[config.mk]
export PLATFORM = sky130hd
export DESIGN_NAME = ots_bank
export DESIGN_NICKNAME = d
export VERILOG_FILES = /design/src/core/ots_route.v /design/src/core/ots_bank.v
export VERILOG_INCLUDE_DIRS = /design/src /design/src/core
export SDC_FILE = /design/constraint.sdc
export NUM_CORES = 1
export LEC_CHECK = 0
export BUFFER_PORTS_ARGS = -buffer_cell sky130_fd_sc_hd__buf_2
export CELL_PAD_IN_SITES_DETAIL_PLACEMENT = 0
export CELL_PAD_IN_SITES_GLOBAL_PLACEMENT = 2
export CORE_AREA = 2 2 110 112
export DETAILED_ROUTE_END_ITERATION = 10
export DIE_AREA = 0 0 112 114
export PLACE_DENSITY = 0.74
export SLEW_MARGIN = 20
export SYNTH_ARGS = -nofsm -noshare
export SYNTH_HDL_FRONTEND = slang
export SYNTH_SLANG_ARGS = --single-unit
export TNS_END_PERCENT = 30
[constraint.sdc]
create_clock -name clk_sys_i -period 2.2 [get_ports clk_sys_i]
set_clock_uncertainty 0.15 [all_clocks]
set_input_delay 0.66 -clock clk_sys_i [delete_from_list [all_inputs] [get_ports clk_sys_i]]
set_output_delay 0.66 -clock clk_sys_i [all_outputs]
set_load 0.01 [all_outputs]
[src/core/ots_consts.vh]
// Constants for the third output source select register bank
`ifndef OTS_CONSTS_VH
`define OTS_CONSTS_VH

// Register word addresses
`define OTS_ADDR_W 16
`define OTS_DATA_W 16
`define OTS_ADR_LIM2_EN 16'h0400
`define OTS_ADR_LIM3_EN 16'h0401
`define OTS_ADR_CNT_EN 16'h0402
`define OTS_ADR_FLT1_EN 16'h0408
`define OTS_ADR_FLT2_EN 16'h0409
`define OTS_ADR_FRQ_EN 16'h040a
`define OTS_ADR_DO_STATE 16'h0410
`define OTS_ADR_DO_FORCE 16'h0411
`define OTS_ADR_AO_FORCE 16'h0412
`define OTS_ADR_AO_VALUE 16'h0413
`define OTS_ADR_HRS_EN 16'h041f
`define OTS_ADR_CYC_EN 16'h0420

// Source vector bit positions
`define OTS_SRC_N 8
`define OTS_SRC_LIM2 0
`define OTS_SRC_LIM3 1
`define OTS_SRC_CNT 2
`define OTS_SRC_FLT1 3
`define OTS_SRC_FLT2 4
`define OTS_SRC_FRQ 5
`define OTS_SRC_HRS 6
`define OTS_SRC_CYC 7

// Analog value limits (two's complement, percent)
`define OTS_AO_MIN 16'hf831
`define OTS_AO_MAX 16'h270f

// Reset values
`define OTS_RST_EN 8'h00
`define OTS_RST_BIT 1'b0
`define OTS_RST_WORD 16'h0000

`endif

[src/core/ots_route.v]
// Source routing: OR of enabled internal events, then direction
`include "ots_consts.vh"

module ots_route #(
	parameter SRC_N = `OTS_SRC_N
)(
	// Clock and reset
	input wire clk_sys_i,
	input wire sys_rst_i,
	// Sources and settings
	input wire [SRC_N-1:0] src_active_i,
	input wire [SRC_N-1:0] src_enable_i,
	input wire inverse_i,
	// Result
	output wire any_active_o,
	output reg switch_q_o
);

	// Any enabled source active
	assign any_active_o = |(src_active_i & src_enable_i);

	// Registered switching level with direction applied
	always @(posedge clk_sys_i)
	begin
		if (sys_rst_i)
			switch_q_o <= `OTS_RST_BIT;
		else
			switch_q_o <= any_active_o ^ inverse_i;
	end

endmodule

[src/core/ots_bank.v]
// Register bank and output forcing for the third output channel
`include "ots_consts.vh"

module ots_bank #(
	parameter SRC_N = `OTS_SRC_N,
	parameter AW = `OTS_ADDR_W,
	parameter DW = `OTS_DATA_W
)(
	// Clock and reset
	input wire clk_sys_i,
	input wire sys_rst_i,
	// Register access port
	input wire [AW-1:0] reg_addr_i,
	input wire reg_wr_i,
	input wire [DW-1:0] reg_wdata_i,
	input wire reg_rd_i,
	output reg [DW-1:0] reg_rdata_o,
	output reg reg_rvalid_o,
	output reg reg_err_o,
	// Internal events
	input wire limit_two_alarm_i,
	input wire limit_three_alarm_i,
	input wire count_end_i,
	input wire analog_input_one_fault_i,
	input wire analog_input_two_fault_i,
	input wire frequency_fault_i,
	input wire hours_preset_reached_i,
	input wire cycles_preset_reached_i,
	// Operating sense and forcing mode
	input wire output_inverse_i,
	input wire digital_force_mode_i,
	input wire analog_force_mode_i,
	// Controller analog value
	input wire [DW-1:0] analog_ctrl_value_i,
	// Outputs
	output reg digital_out_o,
	output reg [DW-1:0] analog_out_o
);

	// Enable registers, one bit each
	reg limit_two_route_enable_q;
	reg limit_three_route_enable_q;
	reg count_end_route_enable_q;
	reg input_one_fault_route_enable_q;
	reg input_two_fault_route_enable_q;
	reg frequency_fault_route_enable_q;
	reg hours_preset_route_enable_q;
	reg cycles_preset_route_enable_q;
	// Forcing registers
	reg digital_output_force_value_q;
	reg [DW-1:0] analog_output_force_value_q;
	// Read path next values
	reg [DW-1:0] rdata_d;
	reg err_d;
	reg hit_d;

	// Routing nets
	wire [SRC_N-1:0] src_active;
	wire [SRC_N-1:0] src_enable;
	wire route_level;
	wire wr_value_bit;

	// Signed clamp into the documented analog range
	function [DW-1:0] clamp_ao;
		input [DW-1:0] v;
		begin
			if ($signed(v) < $signed(`OTS_AO_MIN))
				clamp_ao = `OTS_AO_MIN;
			else if ($signed(v) > $signed(`OTS_AO_MAX))
				clamp_ao = `OTS_AO_MAX;
			else
				clamp_ao = v;
		end
	endfunction

	// Zero-extend a single flag to a register word
	function [DW-1:0] flag_word;
		input b;
		begin
			flag_word = {{(DW-1){1'b0}}, b};
		end
	endfunction

	// Address is one of the mapped words
	function is_mapped;
		input [AW-1:0] a;
		begin
			if (a == `OTS_ADR_LIM2_EN)
				is_mapped = 1'b1;
			else if (a == `OTS_ADR_LIM3_EN)
				is_mapped = 1'b1;
			else if (a == `OTS_ADR_CNT_EN)
				is_mapped = 1'b1;
			else if (a == `OTS_ADR_FLT1_EN)
				is_mapped = 1'b1;
			else if (a == `OTS_ADR_FLT2_EN)
				is_mapped = 1'b1;
			else if (a == `OTS_ADR_FRQ_EN)
				is_mapped = 1'b1;
			else if (a == `OTS_ADR_DO_STATE)
				is_mapped = 1'b1;
			else if (a == `OTS_ADR_DO_FORCE)
				is_mapped = 1'b1;
			else if (a == `OTS_ADR_AO_FORCE)
				is_mapped = 1'b1;
			else if (a == `OTS_ADR_AO_VALUE)
				is_mapped = 1'b1;
			else if (a == `OTS_ADR_HRS_EN)
				is_mapped = 1'b1;
			else if (a == `OTS_ADR_CYC_EN)
				is_mapped = 1'b1;
			else
				is_mapped = 1'b0;
		end
	endfunction

	// Address is one of the read-only status words
	function is_read_only;
		input [AW-1:0] a;
		begin
			if (a == `OTS_ADR_DO_STATE)
				is_read_only = 1'b1;
			else if (a == `OTS_ADR_AO_VALUE)
				is_read_only = 1'b1;
			else
				is_read_only = 1'b0;
		end
	endfunction

	// Write data bit shared by the single-flag words
	assign wr_value_bit = reg_wdata_i[0];

	// Gather sources and enables in a fixed bit order
	assign src_active[`OTS_SRC_LIM2] = limit_two_alarm_i;
	assign src_active[`OTS_SRC_LIM3] = limit_three_alarm_i;
	assign src_active[`OTS_SRC_CNT] = count_end_i;
	assign src_active[`OTS_SRC_FLT1] = analog_input_one_fault_i;
	assign src_active[`OTS_SRC_FLT2] = analog_input_two_fault_i;
	assign src_active[`OTS_SRC_FRQ] = frequency_fault_i;
	assign src_active[`OTS_SRC_HRS] = hours_preset_reached_i;
	assign src_active[`OTS_SRC_CYC] = cycles_preset_reached_i;

	// Enable bits in the same order
	assign src_enable[`OTS_SRC_LIM2] = limit_two_route_enable_q;
	assign src_enable[`OTS_SRC_LIM3] = limit_three_route_enable_q;
	assign src_enable[`OTS_SRC_CNT] = count_end_route_enable_q;
	assign src_enable[`OTS_SRC_FLT1] = input_one_fault_route_enable_q;
	assign src_enable[`OTS_SRC_FLT2] = input_two_fault_route_enable_q;
	assign src_enable[`OTS_SRC_FRQ] = frequency_fault_route_enable_q;
	assign src_enable[`OTS_SRC_HRS] = hours_preset_route_enable_q;
	assign src_enable[`OTS_SRC_CYC] = cycles_preset_route_enable_q;

	// Combine enabled sources and apply direction
	ots_route #(
		.SRC_N(SRC_N)
	) u_route (
		.clk_sys_i(clk_sys_i),
		.sys_rst_i(sys_rst_i),
		.src_active_i(src_active),
		.src_enable_i(src_enable),
		.inverse_i(output_inverse_i),
		.any_active_o(),
		.switch_q_o(route_level)
	);

	// Routing enable words take bit 0 of the write data
	always @(posedge clk_sys_i)
	begin
		if (sys_rst_i)
		begin
			limit_two_route_enable_q <= `OTS_RST_BIT;
			limit_three_route_enable_q <= `OTS_RST_BIT;
			count_end_route_enable_q <= `OTS_RST_BIT;
			input_one_fault_route_enable_q <= `OTS_RST_BIT;
			input_two_fault_route_enable_q <= `OTS_RST_BIT;
			frequency_fault_route_enable_q <= `OTS_RST_BIT;
			hours_preset_route_enable_q <= `OTS_RST_BIT;
			cycles_preset_route_enable_q <= `OTS_RST_BIT;
		end
		else if (reg_wr_i)
		begin
			if (reg_addr_i == `OTS_ADR_LIM2_EN)
				limit_two_route_enable_q <= wr_value_bit;
			else if (reg_addr_i == `OTS_ADR_LIM3_EN)
				limit_three_route_enable_q <= wr_value_bit;
			else if (reg_addr_i == `OTS_ADR_CNT_EN)
				count_end_route_enable_q <= wr_value_bit;
			else if (reg_addr_i == `OTS_ADR_FLT1_EN)
				input_one_fault_route_enable_q <= wr_value_bit;
			else if (reg_addr_i == `OTS_ADR_FLT2_EN)
				input_two_fault_route_enable_q <= wr_value_bit;
			else if (reg_addr_i == `OTS_ADR_FRQ_EN)
				frequency_fault_route_enable_q <= wr_value_bit;
			else if (reg_addr_i == `OTS_ADR_HRS_EN)
				hours_preset_route_enable_q <= wr_value_bit;
			else if (reg_addr_i == `OTS_ADR_CYC_EN)
				cycles_preset_route_enable_q <= wr_value_bit;
		end
	end

	// Forcing words; read-only words ignore writes
	always @(posedge clk_sys_i)
	begin
		if (sys_rst_i)
		begin
			digital_output_force_value_q <= `OTS_RST_BIT;
			analog_output_force_value_q <= `OTS_RST_WORD;
		end
		else if (reg_wr_i)
		begin
			if (reg_addr_i == `OTS_ADR_DO_FORCE)
				digital_output_force_value_q <= wr_value_bit;
			else if (reg_addr_i == `OTS_ADR_AO_FORCE)
				analog_output_force_value_q <= clamp_ao(reg_wdata_i);
		end
	end

	// Digital output: forcing overrides the routed level
	always @(posedge clk_sys_i)
	begin
		if (sys_rst_i)
			digital_out_o <= `OTS_RST_BIT;
		else if (digital_force_mode_i)
			digital_out_o <= digital_output_force_value_q;
		else
			digital_out_o <= route_level;
	end

	// Analog output: forcing overrides the clamped controller value
	always @(posedge clk_sys_i)
	begin
		if (sys_rst_i)
			analog_out_o <= `OTS_RST_WORD;
		else if (analog_force_mode_i)
			analog_out_o <= analog_output_force_value_q;
		else
			analog_out_o <= clamp_ao(analog_ctrl_value_i);
	end

	// Read data decode
	always @*
	begin
		rdata_d = `OTS_RST_WORD;
		if (reg_addr_i == `OTS_ADR_LIM2_EN)
			rdata_d = flag_word(limit_two_route_enable_q);
		else if (reg_addr_i == `OTS_ADR_LIM3_EN)
			rdata_d = flag_word(limit_three_route_enable_q);
		else if (reg_addr_i == `OTS_ADR_CNT_EN)
			rdata_d = flag_word(count_end_route_enable_q);
		else if (reg_addr_i == `OTS_ADR_FLT1_EN)
			rdata_d = flag_word(input_one_fault_route_enable_q);
		else if (reg_addr_i == `OTS_ADR_FLT2_EN)
			rdata_d = flag_word(input_two_fault_route_enable_q);
		else if (reg_addr_i == `OTS_ADR_FRQ_EN)
			rdata_d = flag_word(frequency_fault_route_enable_q);
		else if (reg_addr_i == `OTS_ADR_HRS_EN)
			rdata_d = flag_word(hours_preset_route_enable_q);
		else if (reg_addr_i == `OTS_ADR_CYC_EN)
			rdata_d = flag_word(cycles_preset_route_enable_q);
		// Status and forcing words
		else if (reg_addr_i == `OTS_ADR_DO_STATE)
			rdata_d = flag_word(digital_out_o);
		else if (reg_addr_i == `OTS_ADR_DO_FORCE)
			rdata_d = flag_word(digital_output_force_value_q);
		else if (reg_addr_i == `OTS_ADR_AO_FORCE)
			rdata_d = analog_output_force_value_q;
		else if (reg_addr_i == `OTS_ADR_AO_VALUE)
			rdata_d = analog_out_o;
	end

	// Refusal decode: unmapped words and writes to read-only words
	always @*
	begin
		hit_d = is_mapped(reg_addr_i);
		err_d = 1'b0;
		if (reg_rd_i || reg_wr_i)
			err_d = ~hit_d;
		if (reg_wr_i && is_read_only(reg_addr_i))
			err_d = 1'b1;
	end

	// Answer pulses, one cycle after the strobe
	always @(posedge clk_sys_i)
	begin
		if (sys_rst_i)
		begin
			reg_rvalid_o <= 1'b0;
			reg_err_o <= 1'b0;
		end
		else
		begin
			reg_rvalid_o <= reg_rd_i;
			reg_err_o <= err_d;
		end
	end

	// Read data, held until the next read
	always @(posedge clk_sys_i)
	begin
		if (sys_rst_i)
			reg_rdata_o <= `OTS_RST_WORD;
		else if (reg_rd_i)
			reg_rdata_o <= rdata_d;
	end

endmodule

==> results of run 1 <==
path summary, 6_finish.rpt:
path         cells past startpoint  slack (ns)                                     endpoint                        start
min reg2reg                      2        0.29                  reg_rdata_o[6]$_SDFFE_PP0P_  reg_rdata_o[6]$_SDFFE_PP0P_
max reg2reg                      5        0.48                  reg_rdata_o[0]$_SDFFE_PP0P_   analog_out_o[0]$_SDFF_PP0_
min                              2        0.29                  reg_rdata_o[6]$_SDFFE_PP0P_  reg_rdata_o[6]$_SDFFE_PP0P_
max                              7        0.13  analog_output_force_value_q[6]$_SDFFE_PP0P_               reg_addr_i[13]
metrics by stage:
step	hold slack (ns)	util, %
after floorplan	0.287	-
after global placement	0.287	33.3
after detailed placement	0.289	33.3
after CTS	0.298	35.9
after global routing	0.314	35.9
final	0.292	35.9
final cells by class:
class,count,area [um2],share of cell area (%)
inverters,6,22.5,0.535
multi-input cells,251,1650,39.1
clock inverters,7,73.8,1.75
flip-flops and latches,61,1220,29.0
well taps,147,184,4.37
repair buffers,140,833,19.8
clock buffers,9,225,5.35
cell usage after synthesis, types with 3 or more instances:
library cell / instances / area [um2]
a211oi_1: 3 / 22.5
a21oi_1: 23 / 115
a221oi_1: 6 / 52.6
a22oi_1: 4 / 30.0
a32oi_1: 3 / 26.3
buf_2: 6 / 30.0
clkbuf_1: 12 / 45.0
dfxtp_1: 61 / 1220
inv_1: 5 / 18.8
mux2i_1: 25 / 250
nand2_1: 41 / 154
nand3_1: 4 / 20.0
nand4_1: 7 / 43.8
nor2_1: 39 / 146
nor2b_1: 5 / 31.3
nor3_1: 12 / 60.1
nor4_1: 5 / 31.3
o21ai_0: 13 / 65.1
o21ai_1: 15 / 75.1
o32ai_1: 3 / 26.3
o32ai_2: 3 / 48.8
or4_1: 3 / 22.5
worst reg2reg max path, stage by stage (launching register included):
cell and delay, ns:
dfxtp_1 0.33, mux4_2 0.48, nand2_1 0.08, o2111ai_1 0.12, a31o_2 0.22, a32o_1 0.24
cell families after synthesis:
group | share of synthesized area [%]
and+or+nand+nor | 23.2
AOI/OAI and AO/OA | 22.0
DFF | 41.1
buffers and inverters | 4.17
muxes | 9.18
xor gates and xnor gates | 0.295
per-layer routing:
metal  global-route usage (%)  vias up  share of wire (%)  wire [um]
li1                         -     1531                  -          -
met1                     19.6     1363                 46       4240
met2                     24.1       81                 46       4310
met3                     2.50       16                5.3        491
met4                     8.21        0                2.7        249
met5                        0        -                  0          0
power groups by stage:
stage / Combinational, mW / Sequential (mW) / Clock [mW]
floorplan: 0.132 / 1.16 / 0
CTS: 0.311 / 1.13 / 1.44
finish: 0.309 / 1.13 / 1.41
detailed placement: 0.310 / 1.15 / 0
global route: 0.340 / 1.13 / 1.50
global placement: 0.307 / 1.15 / 0
==> run_results.csv, run 1 <==
group,metric,value,unit
power_and_ir_drop,leakagePower,1.68,nW
sta,final.setup.tns,0,ns
placement,io_buffers,97,
global_routing,grt_pass1_vias,2951,
cells_and_area,nFillCells,1222,
sta,final-hold-violation-count,0,
cts,cts_tree,"done",
yosys,synth.avg_cell_area,8.74,um2
placement,preCtsSetupSlack,-0.341,ns
sta,slew_violations,0,
job,cap_violations,0,
cells_and_area,area_growth,41.6,%
global_routing,grt_pass1_wl,15200,um
yosys,ys_seq_elements,61,
power_and_ir_drop,p_int,2.14,mW
yosys,synth.net_count,403,
cells_and_area,layout_commonest_cell,"buf_2",
detailed_routing,vias_per_cell,4.82,
global_routing,grt_max_degree,22,
sta,tightest_slew,0.410,ns
detailed_routing,drt_wl_total,9290,um
worst_setup_path,cp_num_buf_inv,2,
worst_setup_path,endpoint_kind,"flop",
sta,setup_slack,0.128,ns
floorplan,initial_core_util,25.4,%
worst_setup_path,critPathMaxFanout,4,
power_and_ir_drop,finalPower,2.85,mW
worst_setup_path,crit_family,"simple AND/OR/NAND/NOR gates",
yosys,ys_seq_area_share,41.1,%
placement,place_area,3910,um2
sta,fmax,483,MHz
cells_and_area,fin_cells,621,
cts,holdBufCountCts,0,
yosys,ys_types,55,
floorplan,core_area,11700,um2
cells_and_area,nets,532,
cts,clock_sinks,61,
yosys,ys_warn_count,0,
power_and_ir_drop,pwr_density_cell,676,nW/um2
cells_and_area,drive_gt1_share,36.9,%
floorplan,dieArea,12800,um2
cts,clock_latency,0.33,ns
worst_setup_path,critical_path_required,2.27,ns
floorplan,die_x,112,um
power_and_ir_drop,seq_power_share,39.8,%
power_and_ir_drop,switchingPower,705,uW
worst_setup_path,startpoint_type,"input port",
cells_and_area,final_area,4210,um2
sta,grt_setup_unrepaired,"no",
detailed_routing,drt-initial-drc-count,191,
status,outcome,"finished clean",
floorplan,ios,98,
cells_and_area,top_regs,"analog_out_o x16, analog_output_force_value_q x16, reg_rdata_o x16",
placement,post-dp-hpwl,7520,um
yosys,synth_flop_cell,"dfxtp_1",
power_and_ir_drop,clkPwrFrac,49.4,%
yosys,synth-edff-count,0,
cts,clk_pin_slew,0.06,ns
placement,gp_congestion,0.891,
cts,cts_setup_buffers,0,
cts,clk_path_buf_depth,2,
detailed_routing,drc,0,
cts,post_cts_resized,1,
sta,period_needed,2.07,ns
global_routing,grtUsageTotal,15.1,%
worst_setup_path,cp_slowest_cell,"nor4_4",
cells_and_area,antenna_cells,0,
cells_and_area,final_cell_mix,"buf_2, dfxtp_1, nand2_1, buf_4, nor2_1",
cts,cts_made_buffers,9,
detailed_routing,vias,2991,
global_routing,antenna_found_initial,0,
cts,root_buffer,"clkbuf_16",
min_path,hold_path.class,"reg -> reg",
yosys,synthArstFlopShare,0,%
yosys,syn_inst,340,
detailed_routing,ant_nets,0,
floorplan,fp-row-count,40,
global_routing,overflow,0,
worst_setup_path,crit_arrival,2.14,ns
power_and_ir_drop,swShare,24.8,%
yosys,syn_area,2970,um2
placement,placedCellCount,605,
floorplan,die_y,114,um
sta,setup_viol,0,
cts,h-tree-depth,3,
power_and_ir_drop,ir_drop,0.417,mV
worst_setup_path,max_stage_delay,0.33,ns
detailed_routing,wire_per_inst,15.0,um
sta,slew_headroom,72.3,%
power_and_ir_drop,combinationalPowerShare,10.8,%
sta,finalCritPeriodShare,94.2,%
detailed_routing,dr.pass1.iters,4,
worst_setup_path,critPathKind,"in -> reg",
worst_setup_path,cp_cell_sequence,"buf_2, nor4_4, nand4_1, buf_4, or2_1, and3_4, a41o_1",
Power figures use the tool's default switching activity.
==> inputs of run 2 (changes only) <==
==> constraint.sdc (replaced) <==
create_clock -name clk_sys_i -period 2.2 [get_ports clk_sys_i]
set_clock_uncertainty 0.15 [all_clocks]
set_input_delay 0.22 -clock clk_sys_i [delete_from_list [all_inputs] [get_ports clk_sys_i]]
set_output_delay 0.22 -clock clk_sys_i [all_outputs]
set_load 0.01 [all_outputs]
==> run 2 against run 1 <==
Sequential share of layout area up 1.8 points; critical path type unchanged; flip-flop and latch count is the same; largest cell class unchanged; largest power group unchanged; critical endpoint is now analog_output_force_value_q[7]$_SDFFE_PP0P_; combinational power shrank 11%; global-route usage shrank 0.19 points; fmax grew 17%; clock-buffer cell count is 2 higher; non-clock buffer count shrank 29; critical path depth decreased by 1; sequential power is essentially flat; hold slack worse by 0.29 ns.
==> run_results.csv, run 2 (same netlist as run 1, synthesis figures left out) <==
group,metric,value,unit
status,outcome,"finished clean",
sta,finalCritPeriodShare,80.5,%
cells_and_area,final_cell_mix,"buf_2, dfxtp_1, nand2_1",
placement,place_area,3660,um2
cts,cts_setup_buffers,0,
sta,grt_setup_unrepaired,"no",
placement,placedCellCount,576,
global_routing,grt_max_degree,25,
floorplan,fp-row-count,40,
global_routing,grt_pass1_vias,2822,
min_path,hold_depth,2,
floorplan,die_x,112,um
worst_setup_path,cp_num_buf_inv,1,
power_and_ir_drop,ir_drop,0.396,mV
sta,slew_headroom,57.4,%
sta,tightest_slew,0.638,ns
worst_setup_path,max_stage_delay,0.39,ns
global_routing,overflow,0,
cts,post_cts_resized,0,
worst_setup_path,rr_worst_depth,5,
min_path,hold_path.class,"in -> reg",
sta,slew_violations,0,
cts,clock_latency,0.33,ns
cells_and_area,final_area,3960,um2
power_and_ir_drop,pwr_density_cell,711,nW/um2
cts,holdBufCountCts,0,
cts,cts_tree,"done",
worst_setup_path,critPathKind,"in -> reg",
worst_setup_path,critPathMaxFanout,13,
cts,cts_made_buffers,9,
cts,clock_sinks,61,
cts,root_buffer,"clkbuf_16",
detailed_routing,vias_per_cell,4.90,
global_routing,grtUsageTotal,14.9,%
floorplan,ios,98,
placement,post-dp-hpwl,7380,um
sta,final-hold-violation-count,0,
worst_setup_path,cp_cell_sequence,"buf_2, nor4b_4, nand4_1, or2_1, and3_1, a41o_1",
global_routing,antenna_found_initial,1,
detailed_routing,vias,2903,
cells_and_area,top_regs,"analog_out_o x16, analog_output_force_value_q x16, reg_rdata_o x16",
global_routing,grt_pass1_wl,14900,um
cells_and_area,nets,503,
cts,clk_path_buf_depth,2,
detailed_routing,ant_nets,0,
sta,setup_slack,0.429,ns
cells_and_area,layout_commonest_cell,"buf_2",
cts,clk_pin_slew,0.06,ns
floorplan,initial_core_util,25.4,%
job,cap_violations,0,
power_and_ir_drop,leakagePower,1.53,nW
worst_setup_path,cp.depth,6,
placement,gp_congestion,0.932,
detailed_routing,drt-initial-drc-count,157,
cells_and_area,drive_gt1_share,31.9,%
detailed_routing,drt_wl_total,9340,um
worst_setup_path,crit_arrival,1.85,ns
detailed_routing,wire_per_inst,15.8,um
cts,h-tree-depth,3,
cells_and_area,utilization,33.8,%
worst_setup_path,critical_path_required,2.28,ns
floorplan,dieArea,12800,um2
worst_setup_path,cp_slowest_cell,"or2_1",
floorplan,die_y,114,um
worst_setup_path,endpoint_kind,"flop",
placement,preCtsSetupSlack,0.0942,ns
cells_and_area,antenna_cells,0,
worst_setup_path,startpoint_type,"input port",
detailed_routing,dr.pass1.iters,4,
floorplan,core_area,11700,um2
worst_setup_path,crit_family,"simple AND/OR/NAND/NOR gates",
detailed_routing,drc,0,
placement,io_buffers,97,
sta,setup_viol,0,
cells_and_area,area_growth,33.3,%
cells_and_area,fin_cells,592,
sta,fmax,565,MHz
sta,period_needed,1.77,ns
sta,final.setup.tns,0,ns
==> run 2: final cells by class <==
class                      instances  area [um2]
clock buffer                      11         243
clock inverter                     5        60.1
fill                            1247        7750
inverter                           6        22.5
multi-input combinational        251        1630
sequential                        61        1220
tap                              147         184
timing repair buffer             111         603
==> run 2: worst paths after layout <==
check	slack (ns)	from	endpoint
worst max-delay path	0.43	reg_addr_i[4]	analog_output_force_value_q[7]$_SDFFE_PP0P_
worst min-delay path	0.004	reg_wdata_i[7]	analog_output_force_value_q[7]$_SDFFE_PP0P_
worst max register to register	0.52	analog_out_o[0]$_SDFF_PP0_	reg_rdata_o[0]$_SDFFE_PP0P_
worst min register to register	0.29	reg_rdata_o[8]$_SDFFE_PP0P_	reg_rdata_o[8]$_SDFFE_PP0P_
==> run 2: metrics by stage <==
stage	hold WS [ns]	power, mW
floorplan	0.217	1.29
global placement	0.286	1.43
detailed placement	0.290	1.43
CTS	0.000389	2.85
global route	0.0136	2.94
finish	0.00389	2.82
==> run 2: report_power, final <==
part	switching, mW	leakage (nW)	internal, mW
Combinational	0.166	0.898	0.109
Sequential	0.00872	0.495	1.12
Clock	0.507	0.134	0.906
Total	0.681	1.53	2.14
==> run 2: worst reg2reg max path, stage by stage (launching register included) <==
cell       delay [ns]
dfxtp_1          0.32
mux4_2           0.47
nand2_1          0.08
o2111ai_1        0.11
a31o_2           0.22
a32o_1           0.23
==> run 2: metal layers <==
metal  GRT usage, %  part of all wire, %
met3           4.25                  4.8
met5              0                 0.14
met1           19.5                   47
met4           5.53                  1.8
met2           23.5                   46
==> inputs of run 3 (changes only) <==
ABC_AREA = 1   (was default)
CORE_AREA = 2 2 111 113   (was 2 2 110 112)
DIE_AREA = 0 0 113 115   (was 0 0 112 114)
PLACE_DENSITY = 0.76   (was 0.74)
clock period = 1.7 ns   (was 2.2 ns; I/O delays follow)
==> run 3 against run 2 <==
Highest routed layer is now met4; the run now ends with DRC left; critical path depth up 2; sequential power increased by 30%; flip-flop and latch count did not move; largest cell class unchanged; synthesized cell count is 27% higher; largest power group unchanged; synthesized area grew 4.3%; cell count is 23% higher; design area is 13% higher.
==> run_results.csv, run 3 <==
group,metric,value,unit
status,outcome,"finished with violations",
status,violations,"DRC",
worst_setup_path,critPathMaxFanout,6,
yosys,yosys-mux-area-fraction,0,%
global_routing,grtUsageTotal,16.5,%
power_and_ir_drop,pwr_density_cell,857,nW/um2
placement,placedCellCount,700,
yosys,ys_types,42,
global_routing,met3_usage,4.01,%
global_routing,grt_pass1_wl,17000,um
global_routing,overflow,0,
yosys,synth_fa_ha_area_share,0,%
global_routing,antenna_found_initial,0,
global_routing,grt_pass1_vias,3350,
cells_and_area,top_regs,"analog_out_o x16, analog_output_force_value_q x16, reg_rdata_o x16",
cells_and_area,area_growth,44.5,%
sta,slew_violations,0,
yosys,ys_top_cells_by_area,"dfxtp_1, nand2_1, a21oi_1, nand3_1, o21ai_0",
worst_setup_path,critical_path_required,1.78,ns
power_and_ir_drop,clkPwrFrac,51.7,%
yosys,synth.net_count,496,
worst_setup_path,cp_slowest_cell,"o21ai_4",
yosys,synth_largest_area_cell,"dfxtp_1",
cells_and_area,antenna_cells,0,
sta,period_needed,1.47,ns
power_and_ir_drop,switchingPower,905,uW
placement,post-dp-hpwl,8270,um
detailed_routing,wire_per_inst,14.5,um
yosys,synth-simple-area-share,32.9,%
cells_and_area,fin_cells,726,
power_and_ir_drop,leakagePower,1.93,nW
yosys,synth-edff-count,0,
sta,fmax,682,MHz
cells_and_area,regArea,1220,um2
floorplan,dieArea,13000,um2
yosys,synth_xor_area_share,0,%
global_routing,grtUsageMet2,24.2,%
cells_and_area,drive_gt1_share,33.7,%
yosys,ys_seq_elements,61,
power_and_ir_drop,ir_drop,0.607,mV
yosys,yosys.cell_count.top_type,"nand2_1",
job,cap_violations,0,
floorplan,initial_core_util,26.2,%
placement,io_buffers,97,
cts,cts_made_buffers,9,
worst_setup_path,startpoint_type,"input port",
cells_and_area,layout_commonest_cell,"buf_2",
worst_setup_path,cp_num_buf_inv,1,
power_and_ir_drop,seq_power_share,38.3,%
placement,gp_congestion,0.849,
floorplan,die_x,113,um
global_routing,grt_max_degree,27,
detailed_routing,vias_per_cell,4.74,
cells_and_area,final_cell_mix,"buf_2, nand2_1, dfxtp_1",
yosys,syn_area,3100,um2
cts,clock_latency,0.33,ns
yosys,yosys-top-cells-count,"nand2_1, dfxtp_1, a21oi_1",
yosys,synth.avg_cell_area,7.16,um2
floorplan,die_y,115,um
cts,clock_sinks,61,
yosys,ys_seq_area_share,39.4,%
yosys,synthArstFlopShare,0,%
worst_setup_path,crit_arrival,1.55,ns
detailed_routing,drt-initial-drc-count,182,
detailed_routing,drt_wl_total,10500,um
power_and_ir_drop,swShare,23.6,%
cts,h-tree-depth,3,
cells_and_area,nets,637,
sta,final-hold-violation-count,0,
worst_setup_path,cp_cell_sequence,"buf_2, or2_1, nor3_1, o21ai_1, and2_1, o21ai_4, nand2_1, a221oi_2",
yosys,synth_top_family_by_area,"simple AND/OR/NAND/NOR gates",
global_routing,grt_use_met1,23.4,%
sta,grt_setup_unrepaired,"no",
sta,setup_viol,0,
detailed_routing,dr.pass1.iters,7,
worst_setup_path,endpoint_kind,"flop",
yosys,ys_warn_count,0,
worst_setup_path,max_stage_delay,0.28,ns
cts,cts_tree,"done",
cts,cts_setup_buffers,0,
detailed_routing,drc,5,
cts,root_buffer,"clkbuf_16",
min_path,hold_path.class,"in -> reg",
yosys,synth_compound_area_share,20.0,%
detailed_routing,vias,3441,
worst_setup_path,crit_family,"simple AND/OR/NAND/NOR gates",
floorplan,core_area,11800,um2
cells_and_area,multiInputGateArea,1700,um2
sta,tightest_slew,0.510,ns
power_and_ir_drop,finalPower,3.84,mW
global_routing,grt-busiest-layer,"met2",
floorplan,ios,98,
cts,clk_pin_slew,0.06,ns
floorplan,fp-row-count,40,
cts,clk_path_buf_depth,2,
detailed_routing,ant_nets,0,
sta,finalCritPeriodShare,86.3,%
yosys,synth_flop_cell,"dfxtp_1",
cells_and_area,nFillCells,1284,
worst_setup_path,critPathKind,"in -> reg",
sta,slew_headroom,66.0,%
power_and_ir_drop,p_int,2.93,mW
yosys,synth_top_area_share,39.4,%
yosys,syn_inst,433,
power_and_ir_drop,combinationalPowerShare,10.0,%
-- run 3: cell types whose count changed after synthesis, sizes merged, moves of 4 or more --
cell,previous run,this run
mux2i,25,0
nand2,41,92
nor4,7,11
o32ai,6,0
nand3,5,42
a21oi,23,54
o221a,4,0
nor2b,5,0
inv,5,37
o21ai,28,37
-- run 3: layout make-up --
| cell class | instances | share of cell area (%) |
|---|---|---|
| multi-input cells | 316 | 38.0 |
| flip-flops and latches | 61 | 27.3 |
| repair buffers | 147 | 19.9 |
| clock buffers | 10 | 5.34 |
| well taps | 147 | 4.11 |
| inverters | 39 | 3.38 |
| clock inverters | 6 | 1.93 |
-- run 3: cells by family (layout without fill, tap and decap cells) --
logic type / after synthesis / count (layout)
flops: 61 / 61
simple gates: 207 / 207
compound gates: 109 / 109
buf+inv: 56 / 202
-- run 3: path summary, 6_finish.rpt --
path                                                       to  slack (ns)                               startpoint  cells after the start
worst max-delay path               analog_out_o[5]$_SDFF_PP0_        0.23                   analog_ctrl_value_i[6]                      8
worst min-delay path               analog_out_o[1]$_SDFF_PP0_       0.002                   analog_ctrl_value_i[1]                      3
worst max register to register  u_route.switch_q_o$_SDFF_PP0_        0.27  limit_three_route_enable_q$_SDFFE_PP0P_                      5
worst min register to register    reg_rdata_o[6]$_SDFFE_PP0P_        0.31              reg_rdata_o[6]$_SDFFE_PP0P_                      2
-- run 3: what timing repair did --
item | CTS | global route
endpoints found under the setup margin | 0 | 14
hold buffers | 11 | 0
resized for setup | 0 | 24
endpoints found under the hold margin | 11 | 0
-- run 3: routing by layer --
layer	part of all wire, %	routed length (um)
met5	0	0
met4	2.3	237
met3	5.8	607
met2	43	4470
met1	49	5200
-- run 3: tightest hold or removal path, delay by kind of cell --
family	cells	cell delay, ns
AO/OA/AOI/OAI	2	0.18
buffers and inverters	1	0.09
-- run 3: stage by stage --
stage / setup WS, ns / setup TNS, ns / hold slack, ns / instance area, um2 / util [%]
CTS: 0.0220 / 0 / 0.0121 / 4420 / 37.4
floorplan: 0.201 / 0 / 0.110 / 3100 / -
global route: 0.0572 / 0 / 0.00833 / 4480 / 37.9
detailed placement: -0.197 / -2.15 / 0.218 / 3980 / 33.7
global placement: -0.230 / -1.82 / 0.212 / 3980 / 33.7
finish: 0.233 / 0 / 0.00187 / 4480 / 37.9
-- run 3: power by group through the flow --
stage | Clock, mW | Sequential (mW) | Combinational, mW
2_1_floorplan | 0 | 1.51 | 0.138
3_3_place_gp | 0 | 1.50 | 0.343
3_5_place_dp | 0 | 1.50 | 0.346
4_1_cts | 2.04 | 1.47 | 0.367
5_1_grt | 2.13 | 1.47 | 0.424
6_report | 1.98 | 1.47 | 0.384
